File: config.mk
export PLATFORM = sky130hd
export DESIGN_NAME = bcsf_top
export DESIGN_NICKNAME = d
export VERILOG_FILES = /design/src/bcsf_pkg.sv /design/src/bcsf_top.sv /design/src/bcsf_flag.sv /design/src/bcsf_regs.sv
export SDC_FILE = /design/constraint.sdc
export NUM_CORES = 1
export LEC_CHECK = 0
export ABC_CLOCK_PERIOD_IN_PS = 1450
export BUFFER_PORTS_ARGS = -buffer_cell sky130_fd_sc_hd__buf_4
export CAP_MARGIN = 30
export CORE_MARGIN = 2
export CORE_UTILIZATION = 35
export DETAILED_ROUTE_END_ITERATION = 8
export HOLD_SLACK_MARGIN = 0.15
export PLACE_DENSITY = 0.77
export SLEW_MARGIN = 20
export SYNTH_ARGS = -nofsm -noshare
export SYNTH_HDL_FRONTEND = slang
export SYNTH_SLANG_ARGS = --single-unit
File: constraint.sdc
create_clock -name clk -period 1.45 [get_ports clk]
set_input_delay 0.2175 -clock clk [delete_from_list [all_inputs] [get_ports clk]]
set_output_delay 0.2175 -clock clk [all_outputs]
set_load 0.01 [all_outputs]
File: src/bcsf_pkg.sv
package bcsf_pkg;

    // ==========================================================
    // Register map
    localparam logic [7:0] BCSF_STATUS_OFS = 8'h00;
    localparam logic [7:0] BCSF_MASK_OFS = 8'h01;
    localparam logic [7:0] BCSF_CTRL_OFS = 8'h02;
    localparam logic [7:0] BCSF_STATUS_RST = 8'h00;
    localparam logic [7:0] BCSF_MASK_RST = 8'h00;

    // ==========================================================
    // Status bit positions
    localparam int BCSF_FAULT_BIT = 7;
    localparam int BCSF_RETRY_BIT = 6;
    localparam int BCSF_NEGLIM_BIT = 5;
    localparam int BCSF_ZCROSS_BIT = 4;
    localparam int BCSF_RSVD_BIT = 3;
    localparam int BCSF_SSDONE_BIT = 2;
    localparam int BCSF_PGOOD_BIT = 1;
    localparam int BCSF_ENABLED_BIT = 0;
    localparam logic [7:0] BCSF_FLAG_MASK = 8'hF0;
    localparam int BCSF_RETRY_EN_BIT = 0;

    // ==========================================================
    // Response chosen after an overcurrent retry latches
    typedef enum logic [1:0] {
        BCSF_RUN = 2'b00,
        BCSF_RETRY = 2'b01,
        BCSF_SHUTDOWN = 2'b10
    } bcsf_resp_e;

    typedef struct packed {
        logic enabled;
        logic ss_done;
        logic pgood;
        logic oc_eoc;
        logic neg_lim;
        logic zc_trip;
        logic zc_enable;
    } bcsf_analog_s;

endpackage

File: src/bcsf_top.sv
// The plain strobed port and the address map are this design's own decisions.
`timescale 1ns/1ns
// Notes on behaviour
// - Fault flag bit 7 sets on retry flag or enabled, soft-started, power not good.
// - Fault flag stays set until cleared; never follows condition back down.
// - Retry flag bit 6 latches on overcurrent end-of-count while power not good.
// - After retry latches, the retry-enable bit selects restart or shutdown response.
// - Negative current limit flag bit 5 latches when its comparator trips.
// - Zero-crossing flag bit 4 sets on detector trip while detector enabled.
// - Reserved bit 3 reads zero; software keeps it zero.
// - Bit 2 reads live soft-start-done, only while channel enabled.
// - Bit 1 reads the live power-good comparator.
// - Flag bits reset to zero; status read clears them, fault bit 7 only once retry bit 6 is clear; low bits read-only.
// - Bit 0 reads live channel-enabled status.
module bcsf_top
    import bcsf_pkg::*;
(
    input wire logic clk,
    input wire logic srst,
    input wire logic [7:0] addr,
    input wire logic [7:0] wdata,
    input wire logic wr,
    input wire logic rd,
    output logic [7:0] rdata_q,
    input wire bcsf_analog_s ana,
    output logic irq,
    output logic retry_restart,
    output logic retry_shutdown
);
    logic [7:0] mask_q;
    logic retry_en_q;
    logic status_rd;
    logic [3:0] flags_q;
    logic [3:0] flag_set;
    logic [7:0] status_val;
    bcsf_resp_e resp_q;
    bcsf_resp_e resp_d;

    bcsf_regs u_regs (
        .clk(clk),
        .srst(srst),
        .addr(addr),
        .wdata(wdata),
        .wr(wr),
        .rd(rd),
        .rdata_q(),
        .mask_q(mask_q),
        .retry_en_q(retry_en_q)
    );

    // ==========================================================
    // Flag set conditions
    assign status_rd = rd && (addr == BCSF_STATUS_OFS);
    // Retry flag feeds fault in the same cycle it sets
    assign flag_set[2] = ana.oc_eoc && !ana.pgood;
    assign flag_set[3] = flag_set[2] || flags_q[2]
        || (ana.enabled && ana.ss_done && !ana.pgood);
    assign flag_set[1] = ana.neg_lim;
    assign flag_set[0] = ana.zc_trip && ana.zc_enable;

    // Sticky flags, set beats clear
    for (genvar i = 0; i < 4; i++) begin : g_flag
        bcsf_flag u_flag (
            .clk(clk),
            .srst(srst),
            .set(flag_set[i]),
            .clr(status_rd),
            .flag_q(flags_q[i])
        );
    end

    // ==========================================================
    // Read view
    always_comb begin
        status_val = BCSF_STATUS_RST;
        status_val[BCSF_FAULT_BIT] = flags_q[3];
        status_val[BCSF_RETRY_BIT] = flags_q[2];
        status_val[BCSF_NEGLIM_BIT] = flags_q[1];
        status_val[BCSF_ZCROSS_BIT] = flags_q[0];
        status_val[BCSF_RSVD_BIT] = 1'b0;
        status_val[BCSF_SSDONE_BIT] = ana.enabled && ana.ss_done;
        status_val[BCSF_PGOOD_BIT] = ana.pgood;
        status_val[BCSF_ENABLED_BIT] = ana.enabled;
    end

    always_ff @(posedge clk) begin
        if (srst) begin
            rdata_q <= 8'h00;
        end else if (rd) begin
            unique case (addr)
                BCSF_STATUS_OFS: rdata_q <= status_val;
                BCSF_MASK_OFS: rdata_q <= mask_q;
                BCSF_CTRL_OFS: rdata_q <= {7'h00, retry_en_q};
                default: rdata_q <= 8'h00;
            endcase
        end else begin
            rdata_q <= 8'h00;
        end
    end

    assign irq = |({flags_q, 4'h0} & mask_q);

    // ==========================================================
    // Response to a latched retry; held until the flag is read away
    always_comb begin
        resp_d = resp_q;
        if (!flags_q[2]) begin
            resp_d = BCSF_RUN;
        end else if (resp_q == BCSF_RUN) begin
            resp_d = retry_en_q ? BCSF_RETRY : BCSF_SHUTDOWN;
        end
    end

    always_ff @(posedge clk) begin
        if (srst) begin
            resp_q <= BCSF_RUN;
        end else begin
            resp_q <= resp_d;
        end
    end

    assign retry_restart = (resp_q == BCSF_RETRY);
    assign retry_shutdown = (resp_q == BCSF_SHUTDOWN);

    // ==========================================================
    // Checks
    fault_on_retry_a: assert property (@(posedge clk) disable iff (srst)
        flag_set[2] |=> flags_q[3] && flags_q[2])
        else $error("fault not set with retry");
    fault_sticky_a: assert property (@(posedge clk) disable iff (srst)
        flags_q[3] && !status_rd |=> flags_q[3])
        else $error("fault dropped without read");
    retry_latch_a: assert property (@(posedge clk) disable iff (srst)
        ana.oc_eoc && !ana.pgood |=> flags_q[2])
        else $error("retry flag not latched");
    resp_choice_a: assert property (@(posedge clk) disable iff (srst)
        flags_q[2] && resp_q == BCSF_RUN && !retry_en_q |=> retry_shutdown)
        else $error("wrong retry response");
    neglim_latch_a: assert property (@(posedge clk) disable iff (srst)
        ana.neg_lim |=> flags_q[1])
        else $error("negative limit flag missed");
    zcross_gate_a: assert property (@(posedge clk) disable iff (srst)
        !flags_q[0] && !(ana.zc_trip && ana.zc_enable) |=> !flags_q[0])
        else $error("zero cross flag set unduly");
    rsvd_zero_a: assert property (@(posedge clk) disable iff (srst)
        $past(rd) |-> !rdata_q[BCSF_RSVD_BIT])
        else $error("reserved bit nonzero");
    live_bits_a: assert property (@(posedge clk) disable iff (srst)
        rd && addr == BCSF_STATUS_OFS |=> rdata_q[2:0]
            == {$past(ana.enabled && ana.ss_done), $past(ana.pgood), $past(ana.enabled)})
        else $error("live status wrong");
    read_clear_a: assert property (@(posedge clk) disable iff (srst)
        status_rd && !ana.neg_lim |=> !flags_q[1])
        else $error("read did not clear");
    set_wins_a: assert property (@(posedge clk) disable iff (srst)
        status_rd && ana.neg_lim |=> flags_q[1])
        else $error("event lost on read");
    fault_live_a: assert property (@(posedge clk) disable iff (srst)
        ana.enabled && ana.ss_done && !ana.pgood |=> flags_q[3])
        else $error("fault not set on lost power good");
    zcross_set_a: assert property (@(posedge clk) disable iff (srst)
        ana.zc_trip && ana.zc_enable |=> flags_q[0])
        else $error("zero cross flag missed");
    resp_restart_a: assert property (@(posedge clk) disable iff (srst)
        flags_q[2] && resp_q == BCSF_RUN && retry_en_q |=> retry_restart)
        else $error("restart response missing");
    resp_hold_a: assert property (@(posedge clk) disable iff (srst)
        flags_q[2] && resp_q != BCSF_RUN |=> resp_q == $past(resp_q))
        else $error("response changed while retry held");
    rdata_idle_a: assert property (@(posedge clk) disable iff (srst)
        !rd |=> rdata_q == 8'h00)
        else $error("read data not zero outside read");
    unmapped_read_a: assert property (@(posedge clk) disable iff (srst)
        rd && addr > BCSF_CTRL_OFS |=> rdata_q == 8'h00)
        else $error("unmapped read not zero");
endmodule

File: src/bcsf_flag.sv
`timescale 1ns/1ns
module bcsf_flag (
    input wire logic clk,
    input wire logic srst,
    input wire logic set,
    input wire logic clr,
    output logic flag_q
);
    // Set wins over a clearing read so no event is lost
    always_ff @(posedge clk) begin
        if (srst) begin
            flag_q <= 1'b0;
        end else if (set) begin
            flag_q <= 1'b1;
        end else if (clr) begin
            flag_q <= 1'b0;
        end
    end
endmodule

File: src/bcsf_regs.sv
`timescale 1ns/1ns
module bcsf_regs
    import bcsf_pkg::*;
(
    input wire logic clk,
    input wire logic srst,
    input wire logic [7:0] addr,
    input wire logic [7:0] wdata,
    input wire logic wr,
    input wire logic rd,
    output logic [7:0] rdata_q,
    output logic [7:0] mask_q,
    output logic retry_en_q
);
    // ==========================================================
    // Writable mask and control registers
    always_ff @(posedge clk) begin
        if (srst) begin
            mask_q <= BCSF_MASK_RST;
        end else if (wr && addr == BCSF_MASK_OFS) begin
            mask_q <= wdata & BCSF_FLAG_MASK;
        end
    end

    always_ff @(posedge clk) begin
        if (srst) begin
            retry_en_q <= 1'b0;
        end else if (wr && addr == BCSF_CTRL_OFS) begin
            retry_en_q <= wdata[BCSF_RETRY_EN_BIT];
        end
    end

    assign rdata_q = 8'h00;
endmodule

==> results.json, run 1 <==
{
  "start_util_pct": 36.7,
  "synthArstFlopShare_pct": 0,
  "finalSetupTns_ps": 0,
  "fmax_ghz": 0.758,
  "fin_crit_ps": 1320,
  "cts_resized": 0,
  "grt_pass1_vias": 689,
  "grt_max_degree": 21,
  "clock-sinks": 18,
  "crit_type": "register to register",
  "drtIter0Drc": 15,
  "cts_max_path_buffers": 2,
  "grt_pass1_wl_um": 2870,
  "cap_violations": 0,
  "drt_pass1_iterations": 4,
  "hold_violations": 0,
  "rsz0062_at_grt": "false",
  "ys_ff_latch": 18,
  "finalClockSkew_ps": 1.32,
  "drv_slew": 0,
  "p_leak_nw": 0.501,
  "start_kind": "register",
  "dp_hpwl_um": 1350,
  "use_met3_pct": 3.16,
  "required_ps": 1670,
  "cts_made_buffers": 3,
  "ys_seq_area_share_pct": 44.8,
  "cts_tree": "yes",
  "antenna_cells": 0,
  "h-tree-depth": 1,
  "grt.total_usage_pct": 14.4,
  "synth_fp_nets": 116,
  "grt_busiest_layer": "met2",
  "peakVddDrop_uv": 509,
  "drive_gt1_share_pct": 34.9,
  "antenna_found_initial": 0,
  "synthTopCellsByArea": "dfxtp_1 (45%), mux2i_1 (11%), nand2b_1 (9.3%)",
  "cp-end-kind": "register",
  "syn_area_per_cell_um2": 9.04,
  "multi_input_area_um2": 410,
  "hold_path.class": "primary input to register",
  "fill_cells": 204,
  "syn_inst": 89,
  "gr-total-overflow": 0,
  "die_h_um": 51.9,
  "ant_nets": 0,
  "wire_per_inst_um": 11.3,
  "die_x_um": 51.9,
  "status": "finished, final reports clean",
  "synth_cell_types": 28,
  "clockRootBuffer": "clkbuf_4",
  "area_growth_pct": 41.4,
  "cp_max_fo": 4,
  "met1_usage_pct": 17.6,
  "arrival_ps": 1540,
  "vias_per_cell": 4.68,
  "synth_edf_count": 0,
  "ys.warnings.count": 0,
  "nets": 154,
  "synth_top_area_share_pct": 44.8,
  "p_per_area_nw_per_um2": 831,
  "fin_crit_sh_pct": 91.0,
  "fin_ws_ps": 130,
  "vias": 721,
  "post-route-drc-count": 0,
  "clkLatencyLatePin_ps": 290,
  "syn_area_um2": 805,
  "ys.flop_type": "dfxtp_1",
  "num_rows": 17,
  "gp_congestion": 0.694,
  "use_met2_pct": 23.2,
  "yosysMostFrequentCell": "dfxtp_1",
  "port_buffers": 33,
  "coreArea_um2": 2190,
  "setup_viol": 0,
  "die_area_um2": 2700,
  "clkTransAtPathRegs_ps": 100,
  "drt-total-wl_um": 1730,
  "post-synth-top-area-cell": "dfxtp_1",
  "ioPinCount": 38,
  "post-place-ws_ps": -109,
  "seqCellArea_um2": 360,
  "synth_common_cells": "dfxtp_1 (18), nand2b_1 (12), nor2_1 (12), mux2i_1 (9), inv_1 (4)"
}
==> cells by family (layout without fill, tap and decap cells) <==
logic type,count (synthesis),in the layout,share of synthesized area (%)
compound gates,11,11,8.55
buf+inv,8,45,4.20
flops,18,18,44.8
mux,9,9,11.2
other cells,1,1,0.466
simple gates,42,42,30.8
==> metal layers <==
metal | part of all wire [%] | up-vias
met3 | 8.5 | 2
met4 | 1.1 | 0
met2 | 47 | 25
li1 | - | 377
met5 | 0 | -
met1 | 44 | 317
==> final timing paths <==
check / from / to / slack, ps / cells past startpoint
worst max-delay path: u_regs.retry_en_q / rdata_q[0] / 130 / 3
worst min-delay path: wdata[7] / u_regs.mask_q[7] / 180 / 3
worst max register to register: u_regs.retry_en_q / rdata_q[0] / 130 / 3
worst min register to register: u_regs.mask_q[4] / u_regs.mask_q[4] / 500 / 2
==> power by group <==
group | switching [W] | internal (W) | total, W
Combinational | 0.0000473 | 0.0000730 | 0.000120
Sequential | 0.0000100 | 0.000507 | 0.000517
Clock | 0.000155 | 0.000153 | 0.000308
Total | 0.000212 | 0.000733 | 0.000945
==> final cells by class <==
cell class	instances	share of cell area, %
Clock buffer	4	3.19
Inverter	4	1.32
Multi-Input combinational cell	63	36.1
Sequential cell	18	31.7
Tap cell	28	3.08
Timing Repair Buffer	37	24.6
==> repair_timing <==
action,CTS,global route
hold buffers,1,0
setup endpoints to repair,0,0
setup buffers,0,0
hold endpoints to repair,1,0
==> per-stage QoR <==
step,area [um^2],utilization [%],hold slack (ps),std cells,total power [W]
final,1140,51.9,184,154,0.000945
after global routing,1140,51.9,170,154,0.000992
after CTS,1140,51.9,179,154,0.000951
after detailed placement,1090,49.8,433,149,0.000645
after global placement,1090,49.8,432,149,0.000643
after floorplan,805,-,326,89,0.000580
==> cells in the final DEF (no fill, tap or decap), types with 2 or more instances in the layout <==
cell type,count
buf_4,36
dfxtp_1,18
nor2_1,12
nand2b_1,12
mux2i_1,9
inv_1,4
nand2_1,3
a21oi_1,3
o22ai_1,3
clkbuf_4,3
a22oi_1,2
nor3b_1,2
nand3b_1,2
==> state kept, by name, indices dropped and copies added (netlist names) <==
signal / count
g_flag.u_flag.flag_q: 4
rdata_q: 7
resp_q: 2
u_regs.mask_q: 4
u_regs.retry_en_q: 1
==> worst max-delay path, stage by stage, from the launching register on <==
cell     delay (ps)
dfxtp_1         390
mux2i_1          90
or4b_2          610
nor3_1          150
Power figures use the tool's default switching activity.
==> run 2: changes to the inputs <==
- CORE_UTILIZATION: 35 -> 40
- PLACE_DENSITY: 0.77 -> 0.84
==> results.json, run 2 (synthesized netlist as in run 1, its figures left out) <==
{
  "cts_max_path_buffers": 2,
  "power_w": 0.000870,
  "largest_register": "rdata_q",
  "antenna_found_initial": 0,
  "fin_util_pct": 58.0,
  "cts_resized": 0,
  "clkTransAtPathRegs_ps": 90,
  "coreArea_um2": 1920,
  "area_growth_pct": 38.6,
  "rsz0062_at_grt": "false",
  "peakVddDrop_uv": 374,
  "hold_path.class": "primary input to register",
  "required_ps": 1660,
  "antenna_cells": 0,
  "h-tree-depth": 1,
  "drtIter0Drc": 9,
  "grt_pass1_wl_um": 2950,
  "fill_cells": 175,
  "cap_violations": 0,
  "gr-total-overflow": 0,
  "ioPinCount": 38,
  "gp_congestion": 0.772,
  "dp_hpwl_um": 1370,
  "cp-end-kind": "register",
  "vias_per_cell": 4.85,
  "clockRootBuffer": "clkbuf_4",
  "clock-sinks": 18,
  "seqCellArea_um2": 360,
  "nets": 153,
  "cts_made_buffers": 3,
  "num_rows": 16,
  "multi_input_area_um2": 410,
  "p_per_area_nw_per_um2": 781,
  "die_area_um2": 2390,
  "largest_registers": "rdata_q: 7 flops, g_flag.u_flag.flag_q: 4 flops, u_regs.mask_q: 4 flops",
  "start_util_pct": 41.9,
  "drt_pass1_iterations": 4,
  "p_leak_nw": 0.489,
  "status": "finished, final reports clean",
  "setup_viol": 0,
  "ant_nets": 0,
  "finalClockSkew_ps": 3.00,
  "port_buffers": 33,
  "drv_slew": 0,
  "fin_crit_sh_pct": 91.9,
  "timing.hold.ws_ps": 192,
  "clkLatencyLatePin_ps": 280,
  "drive_gt1_share_pct": 33.9,
  "start_kind": "register",
  "cp_max_fo": 4,
  "final_cell_mix": "buf_4 (35), dfxtp_1 (18), nor2_1 (12), nand2b_1 (12), mux2i_1 (9)",
  "die_h_um": 48.8,
  "fin_crit_ps": 1330,
  "grt_pass1_vias": 691,
  "grt_max_degree": 22,
  "drt-total-wl_um": 1750,
  "final_common_cell": "buf_4",
  "grt.total_usage_pct": 16.2,
  "arrival_ps": 1550,
  "fmax_ghz": 0.750,
  "cts_tree": "yes",
  "post-route-drc-count": 0,
  "finalSetupTns_ps": 0,
  "hold_violations": 0,
  "die_x_um": 48.8,
  "largest_reg_flops": 7,
  "vias": 733,
  "wire_per_inst_um": 11.6,
  "crit_type": "register to register"
}
==> run 2: cell count changes in the layout (fill, tap and decap cells not counted), sizes merged <==
cell	previous run	this run
clkbuf	4	3
buf	36	35
==> run 2: path summary, 6_finish.rpt <==
| path | end | start | depth (start not counted) | slack [ps] |
|---|---|---|---|---|
| hold / removal | u_regs.mask_q[6] | wdata[6] | 3 | 190 |
| setup reg to reg | rdata_q[0] | u_regs.retry_en_q | 3 | 120 |
| setup / recovery | rdata_q[0] | u_regs.retry_en_q | 3 | 120 |
| hold reg to reg | u_regs.mask_q[7] | u_regs.mask_q[7] | 2 | 500 |
==> run 2: final cells by class <==
class,count,share of cell area [%]
Tap cell,27,3.03
Inverter,4,1.35
Multi-Input combinational cell,63,36.8
Sequential cell,18,32.3
Timing Repair Buffer,36,24.5
Clock buffer,3,2.02
==> run 2: report_power, final <==
part	internal (W)	switching, W	leakage, nW
clock	0.0000965	0.000138	0.0138
sequential	0.000506	0.0000107	0.146
combinational	0.0000714	0.0000467	0.329
==> run 2: critical path: stages (launching register included) <==
cell	delay [ps]
dfxtp_1	420
mux2i_1	100
or4b_2	610
nor3_1	140
==> run 2: routing by layer <==
metal  GRT usage (%)  vias to the layer above  wire, um
met5               0                        -         0
li1                -                      376         -
met2            27.4                       24       836
met4            10.0                        0        29
met3            3.68                        4       107
met1            18.4                      329       777
==> run 2: per-stage QoR <==
step | cell area [um^2] | std cells | setup slack, ps
after floorplan | 805 | 89 | 31.2
after global placement | 1080 | 147 | -97.7
after detailed placement | 1080 | 147 | -110
after CTS | 1110 | 151 | 134
after global routing | 1110 | 151 | 21.5
final | 1110 | 151 | 117
==> run 2: timing repair <==
item / CTS / global route
buffers inserted: 0 / 0
endpoints found under the hold margin: 1 / 0
hold buffers: 1 / 0
==> run 3: changes to the inputs <==
- CORE_UTILIZATION: 40 -> 43
- PLACE_DENSITY: 0.84 -> 0.85
- SYNTH_HIERARCHICAL: unset -> 1
==> results.json, run 3 <==
{
  "vias": 781,
  "h-tree-depth": 1,
  "cp_max_fo": 6,
  "final_common_cell": "buf_4",
  "required_ps": 1230,
  "largest_register": "rdata_q",
  "rsz0062_at_grt": "false",
  "area_growth_pct": 35.0,
  "setup_viol": 0,
  "final_cell_mix": "buf_4 (37), dfxtp_1 (19), nand2b_1 (14), mux2i_1 (11), nor2_1 (10)",
  "port_buffers": 34,
  "fill_cells": 173,
  "dp_hpwl_um": 1500,
  "place_area_um2": 1220,
  "fin_crit_sh_pct": 88.9,
  "finalInstanceArea_um2": 1250,
  "crit_type": "register to output port",
  "crit_end": "irq",
  "wire_per_inst_um": 11.4,
  "gp_congestion": 0.736,
  "finalClockSkew_ps": 0.951,
  "finalSetupTns_ps": 0,
  "drtIter0Drc": 6,
  "p_per_area_nw_per_um2": 746,
  "grt.total_usage_pct": 15.8,
  "timing.hold.ws_ps": 174,
  "drt_pass1_iterations": 4,
  "clkTransAtPathRegs_ps": 100,
  "r2r_slack_ps": 540,
  "cts_resized": 0,
  "ioPinCount": 38,
  "antenna_found_initial": 0,
  "fin_crit_ps": 1290,
  "drive_gt1_share_pct": 36.5,
  "largest_registers": "rdata_q: 8 flops, g_flag.u_flag/flag_q: 4 flops, u_regs/mask_q: 4 flops",
  "gr-total-overflow": 0,
  "cap_violations": 0,
  "grt_max_degree": 19,
  "status": "finished, final reports clean",
  "num_rows": 16,
  "die_area_um2": 2550,
  "clock-sinks": 19,
  "antenna_cells": 0,
  "drv_slew": 0,
  "drt-total-wl_um": 1870,
  "die_x_um": 50.5,
  "worstRegToRegCells": 3,
  "cts_tree": "yes",
  "hold_violations": 0,
  "crit_path_start": "g_flag[2].u_flag/flag_q",
  "clkLatencyLatePin_ps": 290,
  "cts_made_buffers": 3,
  "post-route-drc-count": 0,
  "syn_area_um2": 928,
  "start_util_pct": 46.4,
  "peakVddDrop_uv": 621,
  "syn_area_per_cell_um2": 9.57,
  "cts_max_path_buffers": 2,
  "fmax_ghz": 0.775,
  "start_kind": "register",
  "die_h_um": 50.5,
  "cts.hold.buffers_added": 1,
  "largest_reg_flops": 8,
  "ant_nets": 0,
  "ys.warnings.count": 6,
  "cp-end-kind": "output port",
  "vias_per_cell": 4.76,
  "grt_pass1_vias": 752,
  "arrival_ps": 1070,
  "r2r_end": "rdata_q[0]",
  "syn_inst": 97,
  "hold_path.class": "primary input to register",
  "fin_util_pct": 62.6,
  "nets": 165,
  "grt_pass1_wl_um": 3060,
  "clockRootBuffer": "clkbuf_4",
  "postCtsSetupBuffers": 0,
  "reg2reg_from": "u_regs/retry_en_q",
  "coreArea_um2": 2000,
  "p_leak_nw": 0.537
}
[run 3: final cells by class]
type,instances,area (um^2),area share (%)
well taps,27,33.8,2.69
multi-input cells,70,502,40.0
inverters,6,22.5,1.80
clock buffers,3,22.5,1.80
repair buffers,38,288,23.0
flip-flops and latches,19,380,30.3
clock inverters,1,5.00,0.399
[run 3: where the power goes]
part	total, W	internal [W]	switching (W)
logic	0.000137	0.0000781	0.0000585
registers	0.000540	0.000532	0.00000854
clock network	0.000259	0.000103	0.000156
total	0.000935	0.000712	0.000223
[run 3: metal layers]
metal  GRT usage (%)  vias to the layer above  wire [um]
met5               0                        -          0
met4            5.41                        0         15
li1                -                      401          -
met2            28.5                       22        940
met1            18.2                      356        819
met3            3.57                        2         90
[run 3: per-stage QoR]
step / cells / power [W] / setup slack [ps]
3_3_place_gp: 159 / 0.000682 / -76.2
2_1_floorplan: 100 / 0.000616 / 65.4
4_1_cts: 164 / 0.000948 / 140
5_1_grt: 164 / 0.000987 / 90.3
3_5_place_dp: 159 / 0.000686 / -108
6_report: 164 / 0.000935 / 160
[run 3: worst min path at each step]
| stage | startpoint | end | slack, ps | depth (start not counted) |
|---|---|---|---|---|
| after floorplan | srst | g_flag[0].u_flag/flag_q | 280 | 1 |
| after global placement | ana[2] | g_flag[1].u_flag/flag_q | 460 | 3 |
| after detailed placement | ana[2] | g_flag[1].u_flag/flag_q | 460 | 3 |
| after CTS | ana[4] | rdata_q[1] | 170 | 3 |
| after global routing | ana[4] | g_flag[2].u_flag/flag_q | 170 | 4 |
| final | ana[4] | rdata_q[1] | 170 | 3 |
[run 3: worst max-delay path, cell delays in order (launching register included)]
cell,delay (ps)
dfxtp_1,370
a22oi_1,200
nand2_1,70
buf_4,140
